[src/irq_params.svh]
// Purpose: offsets, field positions, reset values, timing counts
// Assumes: 20 MHz system clock
// Notes: included by the level filter, the pulse block and the bench
`ifndef IRQ_PARAMS_SVH
`define IRQ_PARAMS_SVH
// ----------------------------------------------------------------
// register offsets
// ----------------------------------------------------------------
`define REG_DEVICE_STATUS_REG 8'h00
`define REG_SUP_STAT 8'h04
`define REG_THERM 8'h08
`define REG_BUS 8'h0c
`define REG_HS 8'h10
`define REG_DRAIN_SOURCE_OVERVOLT_REG 8'h14
`define REG_WAKE 8'h18
`define REG_MASK 8'h1c
`define REG_CTRL 8'h20
`define REG_WKCFG 8'h24
`define REG_IRQ_STAT 8'h28
`define REG_IRQ_MASK 8'h2c
`define REG_INFO 8'h30
// ----------------------------------------------------------------
// latched status vector layout
// ----------------------------------------------------------------
`define F_DEV 0
`define F_SUP 2
`define F_THERM 10
`define F_BUS 14
`define F_HS 18
`define F_DRAIN_SOURCE_OVERVOLT_REG 22
`define F_WAKE 30
`define W_ALL 38
`define SUP_NOIRQ 8'h0f
`define THERM_NOIRQ 4'h8
// ----------------------------------------------------------------
// reset values
// ----------------------------------------------------------------
`define RST_MASK 6'h3f
`define RST_CYC_EN 1'b1
`define RST_WKCFG 8'h00
`define RST_IRQ_MASK 2'h0
// ----------------------------------------------------------------
// timing
// ----------------------------------------------------------------
`define SYS_CLK_KHZ 20000
`define T_INTERRUPT_OUT_N_US 100
`define T_GAP_US 100
`define T_PERIOD_MS 5
`define T_SDM_FILT_US 64
`define INTERRUPT_OUT_N_CYC ((`T_INTERRUPT_OUT_N_US * `SYS_CLK_KHZ) / 1000)
`define GAP_CYC ((`T_GAP_US * `SYS_CLK_KHZ + 999) / 1000)
`define T_PERIOD_CYC (`T_PERIOD_MS * `SYS_CLK_KHZ)
`define SDM_FILT_CYC ((`T_SDM_FILT_US * `SYS_CLK_KHZ + 999) / 1000)
`endif

[src/irq_pkg.sv]
// Purpose: shared types of the interrupt pulse block
// Assumes: nothing
// Notes: constants live in irq_params.svh
package irq_pkg;
    typedef logic [16:0] tick_t;
    typedef enum logic [2:0] {
        mode_init = 3'h0,
        mode_normal = 3'h1,
        mode_stop = 3'h2,
        mode_sleep = 3'h3,
        mode_restart = 3'h4,
        mode_failsafe = 3'h5
    } op_mode_t;
    typedef enum logic [2:0] {
        st_idle = 3'h1,
        st_low = 3'h2,
        st_gap = 3'h4
    } pulse_state_t;
endpackage : irq_pkg

[src/cycle_timer.sv]
// Purpose: one-shot cycle counter with done pulse
// Assumes: limit of at least one
// Notes: done comes limit cycles after start
`timescale 1ns/100ps
module cycle_timer (
    // clock and reset
    input wire logic sys_clk,
    input wire logic resetn,
    // control
    input wire logic start,
    input wire irq_pkg::tick_t limit,
    output logic running,
    output logic done
);
    irq_pkg::tick_t cnt_ff;
    logic run_ff;
    logic hit;

    assign hit = run_ff && (cnt_ff == limit - 17'h00001);
    assign running = run_ff;
    assign done = hit;

    always_ff @(posedge sys_clk or negedge resetn) begin
        if (!resetn) begin
            cnt_ff <= 17'h00000;
            run_ff <= 1'b0;
        end else if (start) begin
            cnt_ff <= 17'h00000;
            run_ff <= 1'b1;
        end else if (hit) begin
            run_ff <= 1'b0;
        end else if (run_ff) begin
            cnt_ff <= cnt_ff + 17'h00001;
        end
    end
endmodule : cycle_timer

[src/level_filter.sv]
// Purpose: accepts a pin level once stable long enough
// Assumes: din synchronous to sys_clk
// Notes: accepted pulses once per stable stretch
`timescale 1ns/100ps
`include "irq_params.svh"
module level_filter (
    // clock and reset
    input wire logic sys_clk,
    input wire logic resetn,
    // sampling
    input wire logic enable,
    input wire logic din,
    output logic level,
    output logic accepted
);
    irq_pkg::tick_t cnt_ff;
    logic cand_ff;
    logic stable;
    logic reach;

    assign stable = enable && (din == cand_ff);
    assign reach = stable && (cnt_ff == 17'(`SDM_FILT_CYC - 1));
    assign level = cand_ff;
    assign accepted = reach;

    always_ff @(posedge sys_clk or negedge resetn) begin
        if (!resetn) begin
            cnt_ff <= 17'h00000;
            cand_ff <= 1'b1;
        end else begin
            cand_ff <= din;
            if (!stable) begin
                cnt_ff <= 17'h00000;
            end else if (cnt_ff < 17'(`SDM_FILT_CYC)) begin
                cnt_ff <= cnt_ff + 17'h00001;
            end
        end
    end
endmodule : level_filter

[src/interrupt_pulse_signaling.sv]
// Purpose: active-low interrupt pulse generator with status latches
// Assumes: inputs synchronous to sys_clk, events one cycle wide
// Notes: pin is an input while in init mode
//
// The placing of the registers and strobed register access are this design's own decisions.
`timescale 1ns/100ps
`include "irq_params.svh"
module interrupt_pulse_signaling #(
    parameter int PERIOD_CYCLES = `T_PERIOD_CYC
) (
    // clock and reset
    input wire logic sys_clk,
    input wire logic resetn,
    // register port
    input wire logic [7:0] reg_addr,
    input wire logic [31:0] reg_wdata,
    input wire logic reg_wr,
    input wire logic reg_rd,
    output logic [31:0] reg_rdata,
    // device mode
    input wire logic [2:0] op_mode,
    // event sources
    input wire logic [1:0] dev_evt,
    input wire logic [7:0] sup_evt,
    input wire logic [3:0] therm_evt,
    input wire logic [3:0] bus_evt,
    input wire logic [3:0] hs_evt,
    input wire logic [7:0] drain_source_overvolt_reg_evt,
    input wire logic [7:0] wake_evt,
    // interrupt pin
    input wire logic interrupt_in,
    output logic interrupt_out_n,
    output logic interrupt_oe_n,
    // status outputs
    output logic software_dev_mode,
    output logic irq
);
    localparam int LOW_CYCLES = `INTERRUPT_OUT_N_CYC;
    localparam int GAP_CYCLES = `GAP_CYC;

    // ------------------------------------------------------------
    // functions
    // ------------------------------------------------------------
    function automatic logic [31:0] f_word(input logic [7:0] v);
        f_word = {24'h000000, v};
    endfunction : f_word

    function automatic logic f_hit(input logic [7:0] a,
                                   input logic [7:0] off);
        f_hit = (a == off);
    endfunction : f_hit

    // ------------------------------------------------------------
    // state
    // ------------------------------------------------------------
    irq_pkg::pulse_state_t state_ff, nxt_state;
    logic [`W_ALL-1:0] live_ff, nxt_live, shown_ff, nxt_shown;
    logic [`W_ALL-1:0] evt_vec, clr_vec;
    logic [5:0] mask_ff;
    logic cyc_en_ff;
    logic [7:0] wkcfg_ff;
    logic [1:0] irq_stat_ff, irq_mask_ff, irq_set, irq_clr;
    logic [2:0] mode_prev_ff;
    logic req_ff, nxt_req, pin_ff, oe_n_ff, irq_ff, sdm_ff;
    logic [31:0] rdata_ff, rd_mux;
    logic [5:0] grp_new;
    logic active, stop_entry, pulse_start, trig_ok;
    logic evt_trig, stop_trig, cyc_trig, low_end;
    logic tmr_done, per_running, per_done;
    logic flt_level, flt_accept;
    logic wr_dev, wr_sup, wr_therm, wr_bus, wr_hs, wr_drain_source_overvolt_reg, wr_wake;
    logic wr_mask, wr_ctrl, wr_wkcfg, wr_istat, wr_imask;

    // ------------------------------------------------------------
    // mode qualification
    // ------------------------------------------------------------
    assign active = (op_mode == irq_pkg::mode_normal) ||
                    (op_mode == irq_pkg::mode_stop);
    assign stop_entry = (op_mode == irq_pkg::mode_stop) &&
                        (mode_prev_ff != irq_pkg::mode_stop);

    // ------------------------------------------------------------
    // write decode
    // ------------------------------------------------------------
    assign wr_dev = reg_wr && f_hit(reg_addr, `REG_DEVICE_STATUS_REG);
    assign wr_sup = reg_wr && f_hit(reg_addr, `REG_SUP_STAT);
    assign wr_therm = reg_wr && f_hit(reg_addr, `REG_THERM);
    assign wr_bus = reg_wr && f_hit(reg_addr, `REG_BUS);
    assign wr_hs = reg_wr && f_hit(reg_addr, `REG_HS);
    assign wr_drain_source_overvolt_reg = reg_wr && f_hit(reg_addr, `REG_DRAIN_SOURCE_OVERVOLT_REG);
    assign wr_wake = reg_wr && f_hit(reg_addr, `REG_WAKE);
    assign wr_mask = reg_wr && f_hit(reg_addr, `REG_MASK);
    assign wr_ctrl = reg_wr && f_hit(reg_addr, `REG_CTRL);
    assign wr_wkcfg = reg_wr && f_hit(reg_addr, `REG_WKCFG);
    assign wr_istat = reg_wr && f_hit(reg_addr, `REG_IRQ_STAT);
    assign wr_imask = reg_wr && f_hit(reg_addr, `REG_IRQ_MASK);

    // ------------------------------------------------------------
    // status latches
    // ------------------------------------------------------------
    assign evt_vec = {wake_evt, drain_source_overvolt_reg_evt, hs_evt, bus_evt,
                      therm_evt, sup_evt, dev_evt};
    assign clr_vec = {reg_wdata[7:0] & {8{wr_wake}},
                      reg_wdata[7:0] & {8{wr_drain_source_overvolt_reg}},
                      reg_wdata[3:0] & {4{wr_hs}},
                      reg_wdata[3:0] & {4{wr_bus}},
                      reg_wdata[3:0] & {4{wr_therm}},
                      reg_wdata[7:0] & {8{wr_sup}},
                      reg_wdata[1:0] & {2{wr_dev}}};
    // set wins over a clear in the same cycle
    assign nxt_live = (live_ff & ~clr_vec) | evt_vec;
    assign nxt_shown = pulse_start ? nxt_live :
                       (shown_ff & ~clr_vec);

    // ------------------------------------------------------------
    // interrupt triggers
    // ------------------------------------------------------------
    assign grp_new = {|dev_evt, |drain_source_overvolt_reg_evt, |hs_evt, |bus_evt,
                      |(therm_evt & ~`THERM_NOIRQ),
                      |(sup_evt & ~`SUP_NOIRQ)};
    assign pulse_start = (state_ff == irq_pkg::st_idle) &&
                         req_ff && active;
    // events during the low phase or at its start merge
    assign trig_ok = active && !pulse_start &&
                     (state_ff != irq_pkg::st_low);
    assign evt_trig = trig_ok && (|(grp_new & mask_ff) ||
                      |(wake_evt & wkcfg_ff));
    assign stop_trig = trig_ok && stop_entry &&
                       (|live_ff[`F_WAKE +: 8] ||
                        |live_ff[`F_DRAIN_SOURCE_OVERVOLT_REG +: 4]);
    assign cyc_trig = trig_ok && per_done && cyc_en_ff &&
                      |live_ff[`F_DEV +: 2];
    assign nxt_req = (req_ff && active && !pulse_start) ||
                     evt_trig || stop_trig || cyc_trig;

    // ------------------------------------------------------------
    // timers
    // ------------------------------------------------------------
    assign low_end = (state_ff == irq_pkg::st_low) && tmr_done;

    cycle_timer u_pulse_tmr (
        .sys_clk(sys_clk),
        .resetn(resetn),
        .start(pulse_start || (low_end && active)),
        .limit(irq_pkg::tick_t'(LOW_CYCLES)),
        .running(),
        .done(tmr_done)
    );

    cycle_timer u_period_tmr (
        .sys_clk(sys_clk),
        .resetn(resetn),
        .start(pulse_start || per_done || !per_running),
        .limit(irq_pkg::tick_t'(PERIOD_CYCLES)),
        .running(per_running),
        .done(per_done)
    );

    level_filter u_sdm_flt (
        .sys_clk(sys_clk),
        .resetn(resetn),
        .enable(op_mode == irq_pkg::mode_init),
        .din(interrupt_in),
        .level(flt_level),
        .accepted(flt_accept)
    );

    // ------------------------------------------------------------
    // pulse sequencer
    // ------------------------------------------------------------
    always_comb begin
        nxt_state = state_ff;
        case (state_ff)
            irq_pkg::st_idle: begin
                if (pulse_start) begin
                    nxt_state = irq_pkg::st_low;
                end
            end
            irq_pkg::st_low: begin
                if (!active) begin
                    nxt_state = irq_pkg::st_idle;
                end else if (tmr_done) begin
                    nxt_state = irq_pkg::st_gap;
                end
            end
            irq_pkg::st_gap: begin
                if (tmr_done) begin
                    nxt_state = irq_pkg::st_idle;
                end
            end
            default: nxt_state = irq_pkg::st_idle;
        endcase
    end

    // ------------------------------------------------------------
    // block interrupt
    // ------------------------------------------------------------
    assign irq_set = {flt_accept && (op_mode == irq_pkg::mode_init),
                      pulse_start};
    assign irq_clr = reg_wdata[1:0] & {2{wr_istat}};

    // ------------------------------------------------------------
    // read mux
    // ------------------------------------------------------------
    assign rd_mux =
        f_hit(reg_addr, `REG_DEVICE_STATUS_REG) ?
            f_word({6'h00, shown_ff[`F_DEV +: 2]}) :
        f_hit(reg_addr, `REG_SUP_STAT) ?
            f_word(shown_ff[`F_SUP +: 8]) :
        f_hit(reg_addr, `REG_THERM) ?
            f_word({4'h0, shown_ff[`F_THERM +: 4]}) :
        f_hit(reg_addr, `REG_BUS) ?
            f_word({4'h0, shown_ff[`F_BUS +: 4]}) :
        f_hit(reg_addr, `REG_HS) ?
            f_word({4'h0, shown_ff[`F_HS +: 4]}) :
        f_hit(reg_addr, `REG_DRAIN_SOURCE_OVERVOLT_REG) ?
            f_word(shown_ff[`F_DRAIN_SOURCE_OVERVOLT_REG +: 8]) :
        f_hit(reg_addr, `REG_WAKE) ?
            f_word(shown_ff[`F_WAKE +: 8]) :
        f_hit(reg_addr, `REG_MASK) ? f_word({2'h0, mask_ff}) :
        f_hit(reg_addr, `REG_CTRL) ? f_word({7'h00, cyc_en_ff}) :
        f_hit(reg_addr, `REG_WKCFG) ? f_word(wkcfg_ff) :
        f_hit(reg_addr, `REG_IRQ_STAT) ?
            f_word({6'h00, irq_stat_ff}) :
        f_hit(reg_addr, `REG_IRQ_MASK) ?
            f_word({6'h00, irq_mask_ff}) :
        f_hit(reg_addr, `REG_INFO) ?
            f_word({1'b0, state_ff, 2'h0, req_ff, sdm_ff}) :
        32'h00000000;

    // ------------------------------------------------------------
    // registers
    // ------------------------------------------------------------
    always_ff @(posedge sys_clk or negedge resetn) begin
        if (!resetn) begin
            state_ff <= irq_pkg::st_idle;
            live_ff <= '0;
            shown_ff <= '0;
            req_ff <= 1'b0;
            mode_prev_ff <= irq_pkg::mode_init;
        end else begin
            state_ff <= nxt_state;
            live_ff <= nxt_live;
            shown_ff <= nxt_shown;
            req_ff <= nxt_req;
            mode_prev_ff <= op_mode;
        end
    end

    always_ff @(posedge sys_clk or negedge resetn) begin
        if (!resetn) begin
            mask_ff <= `RST_MASK;
            cyc_en_ff <= `RST_CYC_EN;
            wkcfg_ff <= `RST_WKCFG;
            irq_mask_ff <= `RST_IRQ_MASK;
        end else begin
            if (wr_mask) mask_ff <= reg_wdata[5:0];
            if (wr_ctrl) cyc_en_ff <= reg_wdata[0];
            if (wr_wkcfg) wkcfg_ff <= reg_wdata[7:0];
            if (wr_imask) irq_mask_ff <= reg_wdata[1:0];
        end
    end

    always_ff @(posedge sys_clk or negedge resetn) begin
        if (!resetn) begin
            irq_stat_ff <= 2'h0;
            irq_ff <= 1'b0;
            sdm_ff <= 1'b0;
            rdata_ff <= 32'h00000000;
        end else begin
            irq_stat_ff <= (irq_stat_ff & ~irq_clr) | irq_set;
            irq_ff <= |(irq_stat_ff & irq_mask_ff);
            if (irq_set[1]) sdm_ff <= !flt_level;
            rdata_ff <= reg_rd ? rd_mux : 32'h00000000;
        end
    end

    // pin drives low only in the low phase, floats in init
    always_ff @(posedge sys_clk or negedge resetn) begin
        if (!resetn) begin
            pin_ff <= 1'b1;
            oe_n_ff <= 1'b1;
        end else begin
            pin_ff <= (nxt_state != irq_pkg::st_low);
            oe_n_ff <= (op_mode == irq_pkg::mode_init);
        end
    end

    assign interrupt_out_n = pin_ff;
    assign interrupt_oe_n = oe_n_ff;
    assign software_dev_mode = sdm_ff;
    assign irq = irq_ff;
    assign reg_rdata = rdata_ff;

    // ------------------------------------------------------------
    // checks
    // ------------------------------------------------------------
    irq_pkg::tick_t low_len_ff, gap_len_ff, since_ff;
    logic act_d_ff;

    always_ff @(posedge sys_clk or negedge resetn) begin
        if (!resetn) begin
            low_len_ff <= 17'h00000;
            gap_len_ff <= 17'h1ffff;
            since_ff <= 17'h00000;
            act_d_ff <= 1'b0;
        end else begin
            act_d_ff <= active;
            low_len_ff <= pin_ff ? 17'h00000 : low_len_ff + 17'h00001;
            if (!pin_ff) gap_len_ff <= 17'h00000;
            else if (gap_len_ff != 17'h1ffff)
                gap_len_ff <= gap_len_ff + 17'h00001;
            if (pulse_start) since_ff <= 17'h00000;
            else if (since_ff != 17'h1ffff)
                since_ff <= since_ff + 17'h00001;
        end
    end
endmodule : interrupt_pulse_signaling

[config.mk]
export PLATFORM = sky130hd
export DESIGN_NAME = interrupt_pulse_signaling
export DESIGN_NICKNAME = d
export VERILOG_FILES = /design/src/irq_pkg.sv /design/src/cycle_timer.sv /design/src/level_filter.sv /design/src/interrupt_pulse_signaling.sv
export VERILOG_INCLUDE_DIRS = /design/src
export SDC_FILE = /design/constraint.sdc
export NUM_CORES = 1
export LEC_CHECK = 0
export BUFFER_PORTS_ARGS = -buffer_cell sky130_fd_sc_hd__buf_2
export CORE_AREA = 8 8 130 132
export CTS_BUF_LIST = sky130_fd_sc_hd__clkbuf_16
export DETAILED_ROUTE_END_ITERATION = 8
export DIE_AREA = 0 0 138 140
export PLACE_DENSITY = 0.89
export SLEW_MARGIN = 40
export SYNTH_ARGS = -nofsm -noshare
export SYNTH_HDL_FRONTEND = slang
export SYNTH_SLANG_ARGS = --single-unit
[constraint.sdc]
create_clock -name sys_clk -period 2.3 [get_ports sys_clk]
set_input_delay 0.69 -clock sys_clk [delete_from_list [all_inputs] [get_ports sys_clk]]
set_output_delay 0.69 -clock sys_clk [all_outputs]
set_load 0.02 [all_outputs]
==> impl_metrics.csv, run 1 <==
group,metric,value,unit
route,antenna_left,0,
clock_network,cts_tree,"done",
setup_path,startpoint_type,"input pin",
status,status,"finished clean",
global_routing,track_usage,21.9,%
route,drt_iter0_drc,611,
clock_network,hold_buffers,0,
synthesis,postSynthAreaPerCell,10.6,um^2
timing,max_freq,0.475,GHz
setup_path,r2r-end,"u_pulse_tmr.cnt_ff[12]",
setup_path,crit_type,"in -> reg",
setup_path,slowest_delay,0.52,ns
route,dr.pass1.iters,7,
final_layout,final_common_cell,"dfrtp_1",
synthesis,ys_async_sr_fraction,100,%
synthesis,yosysUniqueCellTypes,64,
clock_network,insertion_delay,0.43,ns
placed_design,port_buffers,73,
timing,period_needed,2.10,ns
setup_path,crit_path_frequent_cell,"buf_4",
clock_network,clock-root-buffer,"clkbuf_16",
setup_path,crit_path_end_kind,"flip-flop",
setup_path,ff2ff_path_depth,7,
route,routed_wl,21100,um
synthesis,synth_top_area_cell,"dfrtp_1",
final_layout,syn2layout_area_growth,16.4,%
global_routing,grt_pass1_wl,34500,um
timing,finalMaxSlewViolations,0,
synthesis,ys_seq_area_share,51.0,%
setup_path,r2r_slack,0.33,ns
placed_design,placed_cells,1055,
final_layout,nets,975,
timing,setup_slack,0.195,ns
floorplan,die_width,138,um
setup_path,worstPathCellList,"buf_2 -> or4b_1 -> buf_4 -> nor2_1 -> a221oi_1 -> o32ai_1 -> buf_4",
final_layout,mostFrequentLayoutCells,"157 x dfrtp_1, 74 x nand2_1, 72 x buf_2",
power_and_ir_drop,powerDensity,808,mW/mm^2
floorplan,rows,45,
clock_network,clk_pin_slew,0.07,ns
timing,clock_skew,0.00914,ns
synthesis,synth_edf_count,0,
timing,setup_viol,0,
clock_network,postCtsResizedCells,0,
power_and_ir_drop,power.leakage,4.18,nW
final_layout,final.fill_count,1150,
final_layout,drive_above_1_share,25.3,%
floorplan,dieArea,0.0193,mm^2
setup_path,crit_family,"simple AND/OR/NAND/NOR gates",
setup_path,rr_startpoint,"u_pulse_tmr.cnt_ff[0]",
final_layout,final_cells,1087,
global_routing,first_global_vias,6765,
timing,timing.final.hold_violations,0,
run,max_cap_violations,0,
timing,worstMarginPinSlew,0.604,ns
route,routed_via_density,6.12,
final_layout,antenna_cells,0,
clock_network,cts_buffers,17,
setup_path,cp.arrival,2.47,ns
clock_network,cts_sinks,168,
clock_network,htreeDepth,4,
placed_design,post-place-ws,-0.170,ns
placed_design,hpwl,15200,um
floorplan,initial_core_util,55.6,%
timing,timing.slew.headroom,59.3,%
hold_path,hold_class,"in -> async",
synthesis,synth_area_leaders,"dfrtp_1 48%, mux2_2 6.9%, a22o_1 3.9%",
floorplan,core,0.0149,mm^2
global_routing,antenna_found_initial,0,
placed_design,gp_congestion,0.958,
route,drcViolationCount,0,
setup_path,cp_slowest_cell,"or4b_1",
clock_network,post_cts_buffers,0,
route,detail_route.wl_per_cell,19.4,um
floorplan,io_pins,122,
synthesis,synthCells,781,
timing,rsz0062_at_grt,"no",
global_routing,grt_max_degree,48,
clock_network,cts_buffer_depth,2,
synthesis,synthFlopType,"dfrtp_1",
power_and_ir_drop,vdd_ir_drop_max,0.613,mV
setup_path,path_buf_inv,3,
synthesis,synth.ff_latch_count,168,
timing,min_period_over_period,91.5,%
floorplan,die_height,140,um
route,via_count,6649,
setup_path,crit_fanout,8,
synthesis,synth.top_cell.area_share,47.5,%
synthesis,yosys_warnings,0,
global_routing,overflow,0,
synthesis,synth_area,0.00827,mm^2
setup_path,cp.required,2.67,ns
[Yosys cell counts, types with 8 or more instances]
master,instances
nand2b_1,8
mux2_2,51
inv_1,8
buf_4,27
a21oi_1,20
dfrtp_1,157
nor3_1,14
nand3_1,30
xnor2_1,15
a21o_1,40
nor4_1,10
nor2_1,71
clkbuf_1,17
xor2_1,23
mux2i_1,12
nand4_1,17
o21ai_0,18
dfstp_2,11
and3_1,23
nand2_1,74
buf_2,12
a22o_1,37
[layout make-up]
cell class | instances | area, um^2 | share of cell area, %
Clock buffer | 17 | 425 | 4.42
Clock inverter | 15 | 113 | 1.17
Inverter | 8 | 30.0 | 0.312
Multi-Input combinational cell | 570 | 3780 | 39.2
Sequential cell | 168 | 4220 | 43.8
Tap cell | 188 | 235 | 2.44
Timing Repair Buffer | 121 | 832 | 8.64
[metrics by stage]
stage	utilization, %	setup TNS (ns)	power (mW)	hold slack (ns)	cell area [um^2]
5_1_grt	64.8	0	8.11	0.219	9630
4_1_cts	64.8	0	7.78	0.206	9630
3_5_place_dp	61.2	-0.767	5.14	0.461	9090
2_1_floorplan	-	0	4.64	0.394	8360
6_report	64.8	0	7.78	0.200	9630
3_3_place_gp	61.2	-0.376	5.06	0.452	9090
[registers in the layout (all words and copies together), names as in the netlist, 2 cells and up]
register,count
irq_mask_ff,2
irq_stat_ff,2
live_ff,38
mask_ff,6
mode_prev_ff,3
reg_rdata,8
shown_ff,38
state_ff,3
u_period_tmr.cnt_ff,17
u_pulse_tmr.cnt_ff,17
u_sdm_flt.cnt_ff,17
wkcfg_ff,8
[cell families (layout without fill, tap and decap cells)]
kind of cell	Yosys count	count (layout)	share of synthesized area, %
and+or+nand+nor	282	282	17.4
DFF	168	168	51.0
AOI/OAI and AO/OA	159	159	14.3
buffers and inverters	66	161	4.40
muxes	63	63	8.40
xor gates and xnor gates	38	38	4.02
adders and majority gates	3	3	0.454
other	2	25	0.0908
[where the power goes]
part | internal (mW) | leakage (nW) | switching, mW | total [mW]
registers | 3.40 | 1.94 | 0.371 | 3.77
clock network | 1.46 | 0.254 | 1.16 | 2.63
logic | 0.737 | 1.99 | 0.639 | 1.38
[per-layer routing]
metal	share of wire (%)	vias to the layer above	track usage, %	routed length (um)
met5	0	-	0	0
met4	4.2	0	12.1	889
met3	6.9	69	5.34	1460
met2	48	295	35.3	10200
met1	40	3286	26.7	8550
li1	-	2999	-	-
[how the worst max path moves through the flow]
stage	cells past startpoint	slack, ns	startpoint	to
finish	7	0.20	reg_addr[7]	reg_rdata[4]
global route	7	0.16	reg_addr[7]	reg_rdata[4]
CTS	7	0.26	reg_addr[7]	reg_rdata[4]
detailed placement	7	-0.17	reg_addr[7]	reg_rdata[4]
global placement	7	-0.13	reg_addr[7]	reg_rdata[4]
floorplan	7	0.1	op_mode[0]	shown_ff[10]
No activity file was read; power rests on OpenSTA's default activity.
==> inputs of run 2 (changes only) <==
GPL_TIMING_DRIVEN = 0   (was unset)
==> impl_metrics.csv, run 2 (same netlist as run 1, synthesis figures left out) <==
group,metric,value,unit
global_routing,track_usage,22.2,%
floorplan,die_height,140,um
route,via_count,6670,
clock_network,hold_buffers,0,
final_layout,final_common_cell,"dfrtp_1",
status,status,"finished clean",
route,dr.pass1.iters,5,
setup_path,worstPathCellList,"buf_2 -> xnor2_1 -> nor3_4 -> and2_1 -> buf_4 -> buf_4 -> mux2_2 -> a22o_1",
final_layout,top_regs,"live_ff x38, shown_ff x38",
route,drt_iter0_drc,611,
final_layout,seq_area,0.00422,mm^2
placed_design,port_buffers,69,
clock_network,cts_sinks,168,
route,routed_wl,21400,um
global_routing,overflow,0,
setup_path,crit_type,"in -> reg",
clock_network,clock-root-buffer,"clkbuf_16",
clock_network,htreeDepth,4,
route,antenna_left,0,
setup_path,slowest_delay,0.35,ns
floorplan,die_width,138,um
final_layout,final.fill_count,1151,
timing,worstMarginPinSlew,0.737,ns
final_layout,drive_above_1_share,24.4,%
timing,max_freq,0.447,GHz
power_and_ir_drop,power.leakage,4.20,nW
global_routing,antenna_found_initial,0,
hold_path,hold_class,"in -> async",
final_layout,antenna_cells,0,
timing,finalMaxSlewViolations,0,
floorplan,dieArea,0.0193,mm^2
clock_network,cts_tree,"done",
setup_path,crit_path_frequent_cell,"buf_4",
timing,setup_viol,0,
floorplan,rows,45,
run,max_cap_violations,0,
clock_network,cts_buffers,17,
timing,clock_skew,0.00541,ns
placed_design,gp_congestion,1.01,
setup_path,crit_fanout,10,
setup_path,startpoint_type,"input pin",
timing,setup_slack,0.0635,ns
setup_path,cp_slowest_cell,"mux2_2",
global_routing,grt_pass1_wl,34500,um
global_routing,grt_max_degree,75,
final_layout,syn2layout_area_growth,16.4,%
placed_design,post-place-ws,-0.374,ns
floorplan,core,0.0149,mm^2
final_layout,fin_util,64.8,%
clock_network,cts_buffer_depth,2,
power_and_ir_drop,vdd_ir_drop_max,0.626,mV
floorplan,io_pins,122,
setup_path,r2r_slack,0.09,ns
final_layout,nets,985,
timing,tns,0,ns
placed_design,hpwl,15700,um
final_layout,mostFrequentLayoutCells,"157 x dfrtp_1, 79 x buf_2, 74 x nand2_1",
floorplan,initial_core_util,55.6,%
placed_design,placed_cells,1063,
power_and_ir_drop,powerDensity,825,mW/mm^2
route,drcViolationCount,0,
timing,timing.slew.headroom,50.8,%
final_layout,final_cells,1097,
timing,whs,0.0869,ns
clock_network,clk_pin_slew,0.06,ns
timing,timing.final.hold_violations,0,
setup_path,cp.arrival,2.55,ns
timing,min_period_over_period,97.2,%
final_layout,multi_input_comb_area,0.00380,mm^2
timing,period_needed,2.24,ns
route,routed_via_density,6.08,
clock_network,insertion_delay,0.43,ns
setup_path,cp.required,2.61,ns
global_routing,first_global_vias,6702,
setup_path,crit_path_end_kind,"flip-flop",
route,detail_route.wl_per_cell,19.5,um
run 2: cell count changes in the layout (fill, tap and decap cells not counted), moves of 2 or more:
| cell | before | now |
|---|---|---|
| buf_16 | 0 | 2 |
| nor4b_2 | 3 | 1 |
| clkinv_2 | 4 | 1 |
| buf_1 | 0 | 2 |
| buf_12 | 8 | 0 |
| clkbuf_2 | 0 | 3 |
| buf_4 | 40 | 29 |
| clkbuf_1 | 0 | 14 |
| inv_6 | 0 | 3 |
| buf_2 | 72 | 79 |
| nor4b_4 | 0 | 2 |
run 2: worst paths after layout:
kind                                  endpoint  depth (start not counted)         start
max                               shown_ff[18]                          8    op_mode[0]
min                        u_sdm_flt.cnt_ff[5]                          1        resetn
max reg2reg                       shown_ff[18]                          7   state_ff[0]
min reg2reg                        live_ff[18]                          1   live_ff[18]
max in group asynchronous            cyc_en_ff                          3        resetn
min in group sys_clk           u_sdm_flt.level                          1  interrupt_in
run 2: area by class of cell:
type                    count  area share, %
clock inverters            15           1.57
clock buffers              17           4.42
well taps                 188           2.44
inverters                   8          0.312
plain buffers              58           3.54
multi-input cells         570           39.5
flip-flops and latches    168           43.8
repair buffers             73           4.42
run 2: report_power, final:
group / internal, mW / switching [mW]
logic: 0.730 / 0.633
registers: 3.40 / 0.381
clock network: 1.60 / 1.20
run 2: metal layers:
layer | global-route usage, % | wire length (um)
met3 | 5.31 | 1780
met4 | 10.6 | 760
met5 | 0 | 0
met1 | 26.6 | 8460
met2 | 36.9 | 10400
run 2: timing repair:
item	in CTS	in global routing
resized for setup	1	8
setup buffers	0	2
hold endpoints to repair	0	0
pin swaps	0	1
setup endpoints to repair	1	12
run 2: per-stage QoR:
step	instance area [um^2]	total power, mW
6_report	9630	7.94
5_1_grt	9630	8.26
4_1_cts	9590	7.94
3_5_place_dp	9010	5.15
3_3_place_gp	8940	5.06
2_1_floorplan	8360	4.64
run 2: worst max-delay path, delay by kind of cell:
kind | cells | cell delay [ns]
AO/OA/AOI/OAI | 1 | 0.21
buffers and inverters | 3 | 0.59
XOR/XNOR | 1 | 0.18
multiplexers | 1 | 0.35
AND/OR/NAND/NOR | 2 | 0.51
